### src/core/reset_strap_pkg.sv
// Constants, types and state layout for the reset and strap sequencer
package reset_strap_pkg;

   // =========================================================
   // Clock and timing
   // =========================================================
   localparam int CLK_KHZ = 10000;                 // ref_clk rate, 10 MHz
   localparam int POR_LOW_MS = 2;                  // Least low time of the reset pin
   localparam int POR_LOW_CYCLES = POR_LOW_MS * CLK_KHZ;
   localparam int HOST_WAIT_MS = 50;               // Host wait after reset release
   localparam int HOST_WAIT_CYCLES = HOST_WAIT_MS * CLK_KHZ;
   localparam int STRAP_HOLD_MS = 50;              // Strap pins held this long
   localparam int STRAP_HOLD_CYCLES = STRAP_HOLD_MS * CLK_KHZ;
   localparam int CFG_LOAD_US = 1000;              // Internal configuration load time
   localparam int CFG_LOAD_CYCLES = (CFG_LOAD_US * CLK_KHZ + 999) / 1000;
   localparam int SYNC_SETTLE_CYCLES = 2;          // Pin synchroniser depth
   localparam int CNT_W = 24;                      // Sequence counter width

   // =========================================================
   // Pins and straps
   // =========================================================
   localparam int NUM_GPIO = 12;
   localparam int STRAP_SPI_PIN = 3;               // Host interface select strap
   localparam int STRAP_RATE_LSB = 0;              // Master clock rate strap, pins 1:0
   localparam int RATE_W = 2;
   localparam logic [11:0] PULL_DEFAULT = 12'hfc0; // Pins 11:6 pulled up, 5:0 down
   localparam int STATUS_W = 8;

   // =========================================================
   // Register map
   // =========================================================
   localparam logic [6:0] ADDR_READY_STATUS = 7'h00;
   localparam int READY_BIT = 7;
   localparam int SPI_BIT = 2;
   localparam int RATE_BIT = 0;
   localparam logic [7:0] RD_UNMAPPED = 8'h00;

   // =========================================================
   // Types
   // =========================================================
   typedef enum logic [1:0] {FN_INPUT, FN_DRIVE, FN_IRQ, FN_STATUS} gpio_fn_t;

   typedef struct packed {
      gpio_fn_t fn;        // Pin function
      logic [2:0] sel;     // Status bit index, or drive value in bit 0
   } gpio_cfg_t;

   typedef enum logic [1:0] {ST_SETTLE, ST_SAMPLE, ST_LOAD, ST_READY} seq_state_t;

   typedef struct packed {
      seq_state_t st;
      logic [CNT_W-1:0] cnt;
      logic [NUM_GPIO-1:0] sync1;
      logic [NUM_GPIO-1:0] sync2;
      logic host_spi;
      logic [RATE_W-1:0] clk_rate;
      gpio_cfg_t [NUM_GPIO-1:0] cfg;
      logic [STATUS_W-1:0] status_prev;
      logic irq_pend;
      logic [NUM_GPIO-1:0] gpio_out;
      logic [NUM_GPIO-1:0] gpio_oe;
      logic [7:0] rd_data;
      logic rd_valid;
   } core_state_t;

endpackage : reset_strap_pkg

### src/core/reset_and_strap_config.sv
// Power-on reset sequencing, strap sampling and GPIO hand-over
// How it works
// RULE1: Reset pin low holds all logic reset
// RULE2: Board holds reset low at least 2ms
// RULE3: Host waits 50ms or sees ready bit
// RULE4: Device_ready_status bit 7 flags access allowed
// RULE5: GPIO3 at reset end picks I2C/SPI
// RULE6: GPIO1:0 at reset end pick clock rate
// RULE7: Board holds GPIO0,1,3 straps 50ms
// RULE8: Board keeps GPIO4,5 low 50ms
// RULE9: After straps, configuration runs all twelve pins
// RULE10: Interrupt pin flags device status changes
// RULE11: Undriven pins 5:0 low, 11:6 high
// RULE12: Undriven reset pin reads inactive high
// RULE13: Ready stays clear until straps and load done
module reset_and_strap_config #(
   parameter int CFG_LOAD_CYCLES = reset_strap_pkg::CFG_LOAD_CYCLES
) (
   // Clock and power-on reset
   input wire logic ref_clk,
   input wire logic rst_n,
   input wire logic rst_n_driven,
   // General purpose pins
   input wire logic [11:0] gpio_pad_in,
   input wire logic [11:0] gpio_ext_drv,
   output logic [11:0] gpio_out,
   output logic [11:0] gpio_oe,
   output logic [11:0] gpio_in_val,
   // Stored configuration and device status
   input wire reset_strap_pkg::gpio_cfg_t [11:0] cfg_gpio,
   input wire logic [7:0] status_in,
   input wire logic irq_ack,
   output logic irq_pending,
   // Strap results
   output logic host_spi_mode,
   output logic [1:0] mclk_rate,
   output logic regs_ready,
   // Register read port
   input wire logic reg_rd,
   input wire logic [6:0] reg_addr,
   output logic [7:0] reg_rd_data,
   output logic reg_rd_valid
);

   // =========================================================
   // Local constants and helpers
   // =========================================================
   localparam logic [reset_strap_pkg::CNT_W-1:0] LOAD_LAST =
      reset_strap_pkg::CNT_W'(CFG_LOAD_CYCLES - 1);
   localparam logic [reset_strap_pkg::CNT_W-1:0] SETTLE_LAST =
      reset_strap_pkg::CNT_W'(reset_strap_pkg::SYNC_SETTLE_CYCLES - 1);

   // The ready flag and pin control are on only in the final state
   function automatic logic is_ready(input reset_strap_pkg::seq_state_t st);
      is_ready = (st == reset_strap_pkg::ST_READY);
   endfunction : is_ready

   reset_strap_pkg::core_state_t s_reg; // All state of the block
   reset_strap_pkg::core_state_t s_next; // Its next value
   logic por_n; // Effective reset level
   logic [11:0] pin_level; // Resolved pad level

   // =========================================================
   // Pad resolution
   // =========================================================
   // A floating reset pin is pulled up, so it never resets the part
   assign por_n = rst_n | ~rst_n_driven; // see RULE12

   // Own drive wins, then outside drive, else the internal pull
   always_comb begin
      pin_level = (gpio_pad_in & gpio_ext_drv)
         | (reset_strap_pkg::PULL_DEFAULT & ~gpio_ext_drv); // see RULE11
      pin_level = (s_reg.gpio_out & s_reg.gpio_oe) | (pin_level & ~s_reg.gpio_oe);
   end

   // =========================================================
   // Sequencer, strap capture, GPIO control and register read
   // =========================================================
   always_comb begin
      s_next = s_reg;
      // Two-stage synchroniser on the pads
      s_next.sync1 = pin_level;
      s_next.sync2 = s_reg.sync1;
      // Read answers one cycle later
      s_next.rd_valid = reg_rd;
      if (reg_addr == reset_strap_pkg::ADDR_READY_STATUS) begin
         s_next.rd_data = 8'h00;
         s_next.rd_data[reset_strap_pkg::READY_BIT] = is_ready(s_reg.st); // see RULE4
         s_next.rd_data[reset_strap_pkg::SPI_BIT] = s_reg.host_spi;
         s_next.rd_data[reset_strap_pkg::RATE_BIT +: reset_strap_pkg::RATE_W] = s_reg.clk_rate;
      end else begin
         // Unmapped addresses read as zero
         s_next.rd_data = reset_strap_pkg::RD_UNMAPPED;
      end
      case (s_reg.st)
         reset_strap_pkg::ST_SETTLE: begin
            // Let the synchroniser fill with post-reset pad levels
            if (s_reg.cnt == SETTLE_LAST) begin
               s_next.st = reset_strap_pkg::ST_SAMPLE;
               s_next.cnt = '0;
            end else begin
               s_next.cnt = s_reg.cnt + 1'b1;
            end
         end
         reset_strap_pkg::ST_SAMPLE: begin
            // Straps are caught once; later pad changes are ignored
            s_next.host_spi = s_reg.sync2[reset_strap_pkg::STRAP_SPI_PIN]; // see RULE5
            s_next.clk_rate =
               s_reg.sync2[reset_strap_pkg::STRAP_RATE_LSB +: reset_strap_pkg::RATE_W]; // see RULE6
            s_next.st = reset_strap_pkg::ST_LOAD;
            s_next.cnt = '0;
         end
         reset_strap_pkg::ST_LOAD: begin
            // Configuration load; ready stays low throughout
            if (s_reg.cnt == LOAD_LAST) begin
               s_next.cfg = cfg_gpio;
               s_next.st = reset_strap_pkg::ST_READY; // see RULE13
            end else begin
               s_next.cnt = s_reg.cnt + 1'b1;
            end
         end
         default: begin
            // Ready: nothing more to sequence
            s_next.st = reset_strap_pkg::ST_READY;
         end
      endcase
      // Status change latch; a new change beats a clear
      s_next.status_prev = status_in;
      if (is_ready(s_reg.st) && (status_in != s_reg.status_prev)) begin
         s_next.irq_pend = 1'b1; // see RULE10
      end else if (irq_ack) begin
         s_next.irq_pend = 1'b0;
      end
      // Pins are released until the configuration owns them
      for (int i = 0; i < reset_strap_pkg::NUM_GPIO; i++) begin
         s_next.gpio_oe[i] = 1'b0;
         s_next.gpio_out[i] = 1'b0;
         if (is_ready(s_reg.st)) begin
            case (s_reg.cfg[i].fn)
               reset_strap_pkg::FN_DRIVE: begin
                  s_next.gpio_oe[i] = 1'b1; // see RULE9
                  s_next.gpio_out[i] = s_reg.cfg[i].sel[0];
               end
               reset_strap_pkg::FN_IRQ: begin
                  s_next.gpio_oe[i] = 1'b1;
                  s_next.gpio_out[i] = s_reg.irq_pend; // see RULE10
               end
               reset_strap_pkg::FN_STATUS: begin
                  s_next.gpio_oe[i] = 1'b1;
                  s_next.gpio_out[i] = status_in[s_reg.cfg[i].sel];
               end
               default: begin
                  // Input: leave the pad to the board
                  s_next.gpio_oe[i] = 1'b0;
               end
            endcase
         end
      end
   end

   // Whole state register; reset clears everything to constants
   always_ff @(posedge ref_clk or negedge por_n) begin
      if (!por_n) begin
         s_reg <= '0; // see RULE1
      end else begin
         s_reg <= s_next;
      end
   end

   // =========================================================
   // Outputs
   // =========================================================
   assign gpio_out = s_reg.gpio_out;
   assign gpio_oe = s_reg.gpio_oe;
   assign gpio_in_val = s_reg.sync2;
   assign irq_pending = s_reg.irq_pend;
   assign host_spi_mode = s_reg.host_spi;
   assign mclk_rate = s_reg.clk_rate;
   assign regs_ready = is_ready(s_reg.st);
   assign reg_rd_data = s_reg.rd_data;
   assign reg_rd_valid = s_reg.rd_valid;

   // =========================================================
   // Assertions
   // =========================================================
   // At the first edge after reset release nothing is ready or driven yet
   reset_hold_a: assert property (@(posedge ref_clk) disable iff (!por_n) // see RULE1
      $rose(por_n) |-> !regs_ready && (gpio_oe == 12'h000))
      else $error("state not cleared by reset");

   ready_bit_a: assert property (@(posedge ref_clk) disable iff (!por_n) // see RULE4
      reg_rd && (reg_addr == 7'h00) |=> reg_rd_valid && (reg_rd_data[7] == $past(regs_ready)))
      else $error("ready bit read wrong");

   spi_strap_a: assert property (@(posedge ref_clk) disable iff (!por_n) // see RULE5
      (s_reg.st == reset_strap_pkg::ST_SAMPLE) |=> host_spi_mode == $past(s_reg.sync2[3]))
      else $error("interface strap not captured");

   rate_strap_a: assert property (@(posedge ref_clk) disable iff (!por_n) // see RULE6
      (s_reg.st == reset_strap_pkg::ST_SAMPLE) |=> mclk_rate == $past(s_reg.sync2[1:0]))
      else $error("clock rate strap not captured");

   strap_stable_a: assert property (@(posedge ref_clk) disable iff (!por_n) // see RULE5
      regs_ready |=> $stable(host_spi_mode) && $stable(mclk_rate))
      else $error("strap changed after capture");

   pin_release_a: assert property (@(posedge ref_clk) disable iff (!por_n) // see RULE9
      !regs_ready |=> $past(!regs_ready) && (gpio_oe == 12'h000) || $past(regs_ready))
      else $error("pin driven before ready");

   drive_cfg_a: assert property (@(posedge ref_clk) disable iff (!por_n) // see RULE9
      regs_ready && (s_reg.cfg[0].fn == reset_strap_pkg::FN_DRIVE)
      |=> gpio_oe[0] && (gpio_out[0] == $past(s_reg.cfg[0].sel[0])))
      else $error("driven pin not following configuration");

   irq_set_a: assert property (@(posedge ref_clk) disable iff (!por_n) // see RULE10
      regs_ready && (status_in != s_reg.status_prev) |=> irq_pending)
      else $error("status change not flagged");

   pull_low_a: assert property (@(posedge ref_clk) disable iff (!por_n) // see RULE11
      !gpio_ext_drv[4] && !gpio_oe[4] |-> !pin_level[4])
      else $error("pin 4 not pulled low");

   pull_high_a: assert property (@(posedge ref_clk) disable iff (!por_n) // see RULE11
      !gpio_ext_drv[9] && !gpio_oe[9] |-> pin_level[9])
      else $error("pin 9 not pulled up");

   ready_after_load_a: assert property (@(posedge ref_clk) disable iff (!por_n) // see RULE13
      $rose(regs_ready) |-> ($past(s_reg.st) == reset_strap_pkg::ST_LOAD)
         && ($past(s_reg.cnt) == LOAD_LAST))
      else $error("ready set before load finished");

endmodule : reset_and_strap_config

### config.mk
export PLATFORM = sky130hd
export DESIGN_NAME = reset_and_strap_config
export DESIGN_NICKNAME = d
export VERILOG_FILES = /design/src/core/reset_strap_pkg.sv /design/src/core/reset_and_strap_config.sv
export SDC_FILE = /design/constraint.sdc
export NUM_CORES = 1
export LEC_CHECK = 0
export BUFFER_PORTS_ARGS = -buffer_cell sky130_fd_sc_hd__buf_2
export CAP_MARGIN = 20
export CELL_PAD_IN_SITES_DETAIL_PLACEMENT = 0
export CELL_PAD_IN_SITES_GLOBAL_PLACEMENT = 1
export CORE_ASPECT_RATIO = 0.9
export CORE_UTILIZATION = 45
export DETAILED_ROUTE_END_ITERATION = 10
export MAX_ROUTING_LAYER = met4
export PLACE_DENSITY_LB_ADDON = 0.1
export SLEW_MARGIN = 20
export SYNTH_ARGS = -nofsm -noshare
export SYNTH_HDL_FRONTEND = slang
export SYNTH_SLANG_ARGS = --single-unit
### constraint.sdc
create_clock -name ref_clk -period 13.3 [get_ports ref_clk]
set_clock_uncertainty 0.1 [all_clocks]
set_input_delay 0.665 -clock ref_clk [delete_from_list [all_inputs] [get_ports ref_clk]]
set_output_delay 0.665 -clock ref_clk [all_outputs]
set_load 0.05 [all_outputs]
# Yosys cells after proc, flatten, opt, wreduce, memory -nomap -nowiden
# Index checks and enable logic that the tools add are counted.
# Widths: inputs -> output; s select.
dict set report classes {
  n_addsub 1
  n_lt_le_gt_ge 12
  n_eq_ne 45
  mux 81
  bitwise 9
  n_reduce_logical 20
}
# operator n
set op_table {}
lappend op_table {{$pmux 24 s3} 1}
lappend op_table {{$eq 2x2->1 const B} 26}
lappend op_table {{$mux 1} 50}
lappend op_table {{$lt 3x4->1 const B} 12}
lappend op_table {{$mux 24} 2}
lappend op_table {{$and 12x12->12} 3}
lappend op_table {{$bmux 1 s3} 12}
lappend op_table {{$pmux 1 s3} 12}
lappend op_table {{$reduce_or 3->1} 12}
lappend op_table {{$eq 2x1->1 const B} 13}
lappend op_table {{$add 24x1->24 const B} 1}
lappend op_table {{$eq 24x1->1 const B} 1}
lappend op_table {{$eq 24x14->1 const B} 1}
lappend op_table {{$not 12->12} 2}
lappend op_table {{$or 12x12->12} 2}
lappend op_table {{$mux 8} 1}
lappend op_table {{$ne 8x8->1} 1}
lappend op_table {{$logic_not 7->1} 1}
lappend op_table {{$ne 2x2->1 const B} 3}
lappend op_table {{$pmux 2 s3} 1}
lappend op_table {{$reduce_and 2->1} 3}
lappend op_table {{$mux 2} 2}
lappend op_table {{$reduce_bool 3->1} 1}
lappend op_table {{$logic_not 2->1} 1}
lappend op_table {{other kinds (4)} 4}
dict set report totals {
  register_bits 155
  input_bits 104
  out_inout_bits 50
  wordCells 204
}

# Depth between registers and ports, before layout
dict set report depth {
  depth_word 4
  mapped_depth 8
  mapped_depth_nobuf 7
}

# Least setup slack after synthesis
# Ideal clock, no wire load.
dict set report synth_timing {
  path_type {flip-flop to flip-flop}
  start {register s_reg[153] (netlist name)}
  end {register s_reg[139] (netlist name)}
  setup_ns 0.119
  arrival_ns 1.869
  required_time_ns 13.081
  path_slack_ns 11.213
  stages_incl_launch_ff 9
  path_buffers 1
  period_less_slack_ns 2.087
  cell_sequence {dfrtp_1 > inv_1 > ha_1 > nor3_1 > clkbuf_1 > nand2b_1 > nor3_1 > xnor2_1 > nor2_1}
}
dict set report synth_between {
  elab_chain_cells 3
  word_cells_on_any_way 7
  cone_classes {3 x eq/ne; 1 x mux; 3 x reduce/logical}
}
# item line_no
set synth_lines {}
lappend synth_lines {{from (decl)} reset_and_strap_config.sv:58} ;# reset_strap_pkg::core_state_t s_reg;
lappend synth_lines {{from (signal assigned)} reset_and_strap_config.sv:166} ;# s_reg <= s_next;
lappend synth_lines {{$eq 2x2->1, or another cell as far along} reset_and_strap_config.sv:95} ;# case (s_reg.st)
lappend synth_lines {{$ne 2x2->1 (no source line) / $reduce_bool 3->1 (equally long branches)} n/a}
lappend synth_lines {{$reduce_and 2->1 (no source line)} n/a}
# Parallel ways exist; a longest one is shown, timed or not.
# A chain may end at the register's enable or synchronous reset.

# Worst setup path after layout
dict set report layout_timing {
  start {register s_reg[140] (netlist name)}
  end {register s_reg[133] (netlist name)}
}
dict set report layout_between {
  elab_chain_cells 3
  word_cells_on_any_way 6
  cone_classes {3 x eq/ne; 2 x mux; 1 x reduce/logical}
}
# item line_no
set layout_lines {}
lappend layout_lines {{$eq 24x1->1 / $eq 24x14->1 (equally long branches)} {reset_and_strap_config.sv:98, reset_and_strap_config.sv:115}}
lappend layout_lines {{$mux 24 / $ne 2x2->1 (equally long branches)} n/a}
lappend layout_lines {{$pmux 24 s3 / $reduce_and 2->1 (equally long branches)} n/a}
# Parallel ways exist; a longest one is shown, timed or not.

==> impl_metrics.py <==
metrics = {
    "synthesis": {
        "synthMuxAreaShare_pct": 10.14,
        "synth_compound_area_share_pct": 4.902,
        "synth-simple-area-share_pct": 19.94,
        "avgSynthCellArea_um2": 10.45,
        "synth_top_family_by_area": "simple AND/OR/NAND/NOR gates",
        "synth_top_area_cell": "dfrtp_1",
        "synth.top_cells.by_area": "dfrtp_1 (53%), nand2_1 (12%), mux4_2 (7.6%)",
        "postSynth.asyncResetShare_pct": 100.0,
        "synth_xor_area_share_pct": 3.309,
        "synth_edf_count": 0,
        "ys_ff_latch": 151,
        "synth_top_area_share_pct": 52.87,
        "ys.warnings.count": 0,
        "yosysSeqAreaShare_pct": 52.87,
        "ys_top_cells_by_count": "nand2_1 (224), dfrtp_1 (151), buf_4 (46), mux4_2 (24), nor2_1 (22)",
        "syn-cell-area_um2": 7147,
        "synthDistinctLibCells": 43,
        "synthAdderAreaFrac_pct": 1.401,
        "synth_cells": 684,
        "synth_flop_cell": "dfrtp_1",
        "synth.most_common_cell": "nand2_1",
    },
    "place": {
        "dp_cells": 967,
        "dp_hpwl_um": 10450,
        "port-buffer-count": 149,
        "place_ws_ps": 10680,
        "place_congestion": 0.7858,
    },
    "finish": {
        "largest_register_ffs": 94,
        "layout-drive-gt1-share_pct": 27.73,
        "fillers": 1401,
        "instances_no_fill": 999,
        "post-route-util_pct": 54.07,
        "syn_to_final_growth_pct": 16.82,
        "nNetsFinal": 896,
        "register_area_um2": 3779,
        "multi_input_area_um2": 2870,
        "insertedDiodeCount": 0,
    },
    "clock_network": {
        "cts_tree": "yes",
        "cts_sinks": 151,
        "ctsResizeCount": 0,
        "postCtsSetupBuffers": 0,
        "cts_max_path_buffers": 2,
        "ctsHoldBuffers": 0,
        "cts-htree-levels": 4,
        "worst_skew_pair.late_latency_ps": 420,
        "clkSlewWorstSetupHoldPaths_ps": 60,
        "cts_inserted_buffers": 17,
        "cts_root_buf": "clkbuf_16",
    },
    "die": {
        "rows": 43,
        "die_h_um": 121.6,
        "core_area_um2": 15440,
        "boundaryPins": 154,
        "die_w_um": 134.8,
        "start_util_pct": 46.28,
        "dieArea_um2": 16390,
    },
    "sta": {
        "fmax_mhz": 373.0,
        "fin_crit_ps": 2681,
        "worst-slew-pin-transition_ps": 948.7,
        "grt_setup_unrepaired": "no",
        "max_slew_margin_pct": 36.75,
        "layout_setup_ws_ps": 10620,
        "hold_violations": 0,
        "tns_ps": 0,
        "setup_viol": 0,
        "drv_slew": 0,
        "fin_crit_sh_pct": 20.16,
    },
    "pwr": {
        "pwr_density_cell_nw_per_um2": 122.7,
        "power_switching_mw": 0.2173,
        "p_int_mw": 0.8070,
        "power.leakage_nw": 4.026,
        "pwr-share-comb_pct": 5.8,
        "power_frac_seq_pct": 45.6,
        "ir_worst_vdd_v": 0.00009075,
        "swShare_pct": 21.21,
        "p_clk_share_pct": 48.6,
    },
    "run_status": {
        "status": "completed",
    },
    "critical_path": {
        "crit_path_max_fanout": 52,
        "r2r-start": "s_reg[140]",
        "r2r-end": "s_reg[133]",
        "crit_type": "register to register",
        "rrSetupSlack_ps": 10620,
        "slowest_delay_ps": 530,
        "r2r_cells": 6,
        "crit_required_ps": 13460,
        "worstPathCellList": "nor4_1 > and4_1 > and3_2 > buf_4 > or3_1 > a21oi_1",
        "startpoint_type": "register",
        "cp_data_arrival_time_ps": 2840,
        "critPathSlowestCell": "buf_4",
        "worstSetupEndpointType": "register",
    },
    "route": {
        "drt_iter0_drc": 273,
        "drtAntennaViolNets": 0,
        "first_pass_iters": 5,
        "routed_wirelength_um": 15900,
        "dr_total_vias": 5103,
        "post_drt_wl_per_cell_um": 15.91,
        "drc": 0,
        "vias_per_cell": 5.108,
    },
    "global_route": {
        "grt-ovfl-total": 0,
        "grt_max_degree": 66,
        "grt_usage_pct": 21.64,
        "grt_pass1_wl_um": 25830,
        "antenna_found_initial": 0,
        "grt_pass1_vias": 5035,
    },
    "worst_hold_path": {
        "hold_path_class": "input pin to async pin",
    },
    "run": {
        "drv_cap": 0,
    },
}
[placed cells by master, fill, tap and decap left out, drive strengths merged, types with 3 or more instances in the layout]
cell type    n
o21a        12
or3          4
buf        154
a21oi        8
nand2      225
conb         4
clkbuf      24
nand4        9
bufinv       3
mux4        24
nand3        9
and2         6
clkinv       4
nand3b      12
xnor2       12
xor2        15
mux2         3
mux2i       15
o21ai       13
o2111ai     12
nor3b        6
ha           8
and4         3
and3         5
dfrtp      151
inv         12
nor4         6
nor2        22
nand2b       3
[power groups by stage]
stage                     combinational [mW]  sequential, mW  clock (mW)
after floorplan                       0.0370           0.476           0
after global placement                0.0600           0.475           0
after detailed placement              0.0607           0.476           0
after CTS                             0.0610           0.467       0.512
after global routing                  0.0652           0.468       0.530
final                                 0.0596           0.467       0.498
[worst max-delay path by stage]
stage | startpoint | to | slack (ps) | depth (start not counted)
CTS | s_reg[140] | s_reg[133] | 10610 | 6
finish | s_reg[140] | s_reg[133] | 10620 | 6
floorplan | rst_n | gpio_in_val[0] | 7420 | 1
global placement | s_reg[153] | s_reg[149] | 10670 | 7
global route | s_reg[140] | s_reg[133] | 10460 | 6
detailed placement | s_reg[140] | s_reg[133] | 10680 | 6
[metrics by stage]
step	hold WS, ps	instance area (µm²)	power, mW
floorplan	231.2	7158	0.5132
global placement	231.3	7725	0.5352
detailed placement	234.7	7730	0.5362
CTS	168.0	8349	1.040
global route	194.9	8349	1.063
finish	176.2	8349	1.024
[logic make-up after synthesis]
kind of cell	count (synthesis)
XOR/XNOR	27
flip-flops	151
buffers and inverters	88
multiplexers	42
AND/OR/NAND/NOR	316
AO/OA/AOI/OAI	51
other	1
adder cells (fa/ha/maj)	8
[routing by layer]
metal  global-route usage [%]  vias up  wire (µm)
li1                         -     2446          -
met2                    32.80      158       7513
met5                        -        -          0
met3                    5.119       11        970
met1                    28.97     2488       7251
met4                    6.601        0        161
[critical path: cells and delay by family (launching register included)]
kind | cells | cell delay, ps
DFF | 1 | 430
and+or+nand+nor | 4 | 1380
AOI/OAI and AO/OA | 1 | 60
buffers and inverters | 1 | 530
[final cells by class]
| type | instances | share of cell area [%] |
|---|---|---|
| clock buffers | 24 | 6.009 |
| well taps | 202 | 3.027 |
| multi-input cells | 448 | 34.38 |
| clock inverters | 8 | 1.409 |
| inverters | 12 | 0.5395 |
| repair buffers | 154 | 9.381 |
| flip-flops and latches | 151 | 45.26 |
Note: power is estimated with default switching activity, not from simulation.
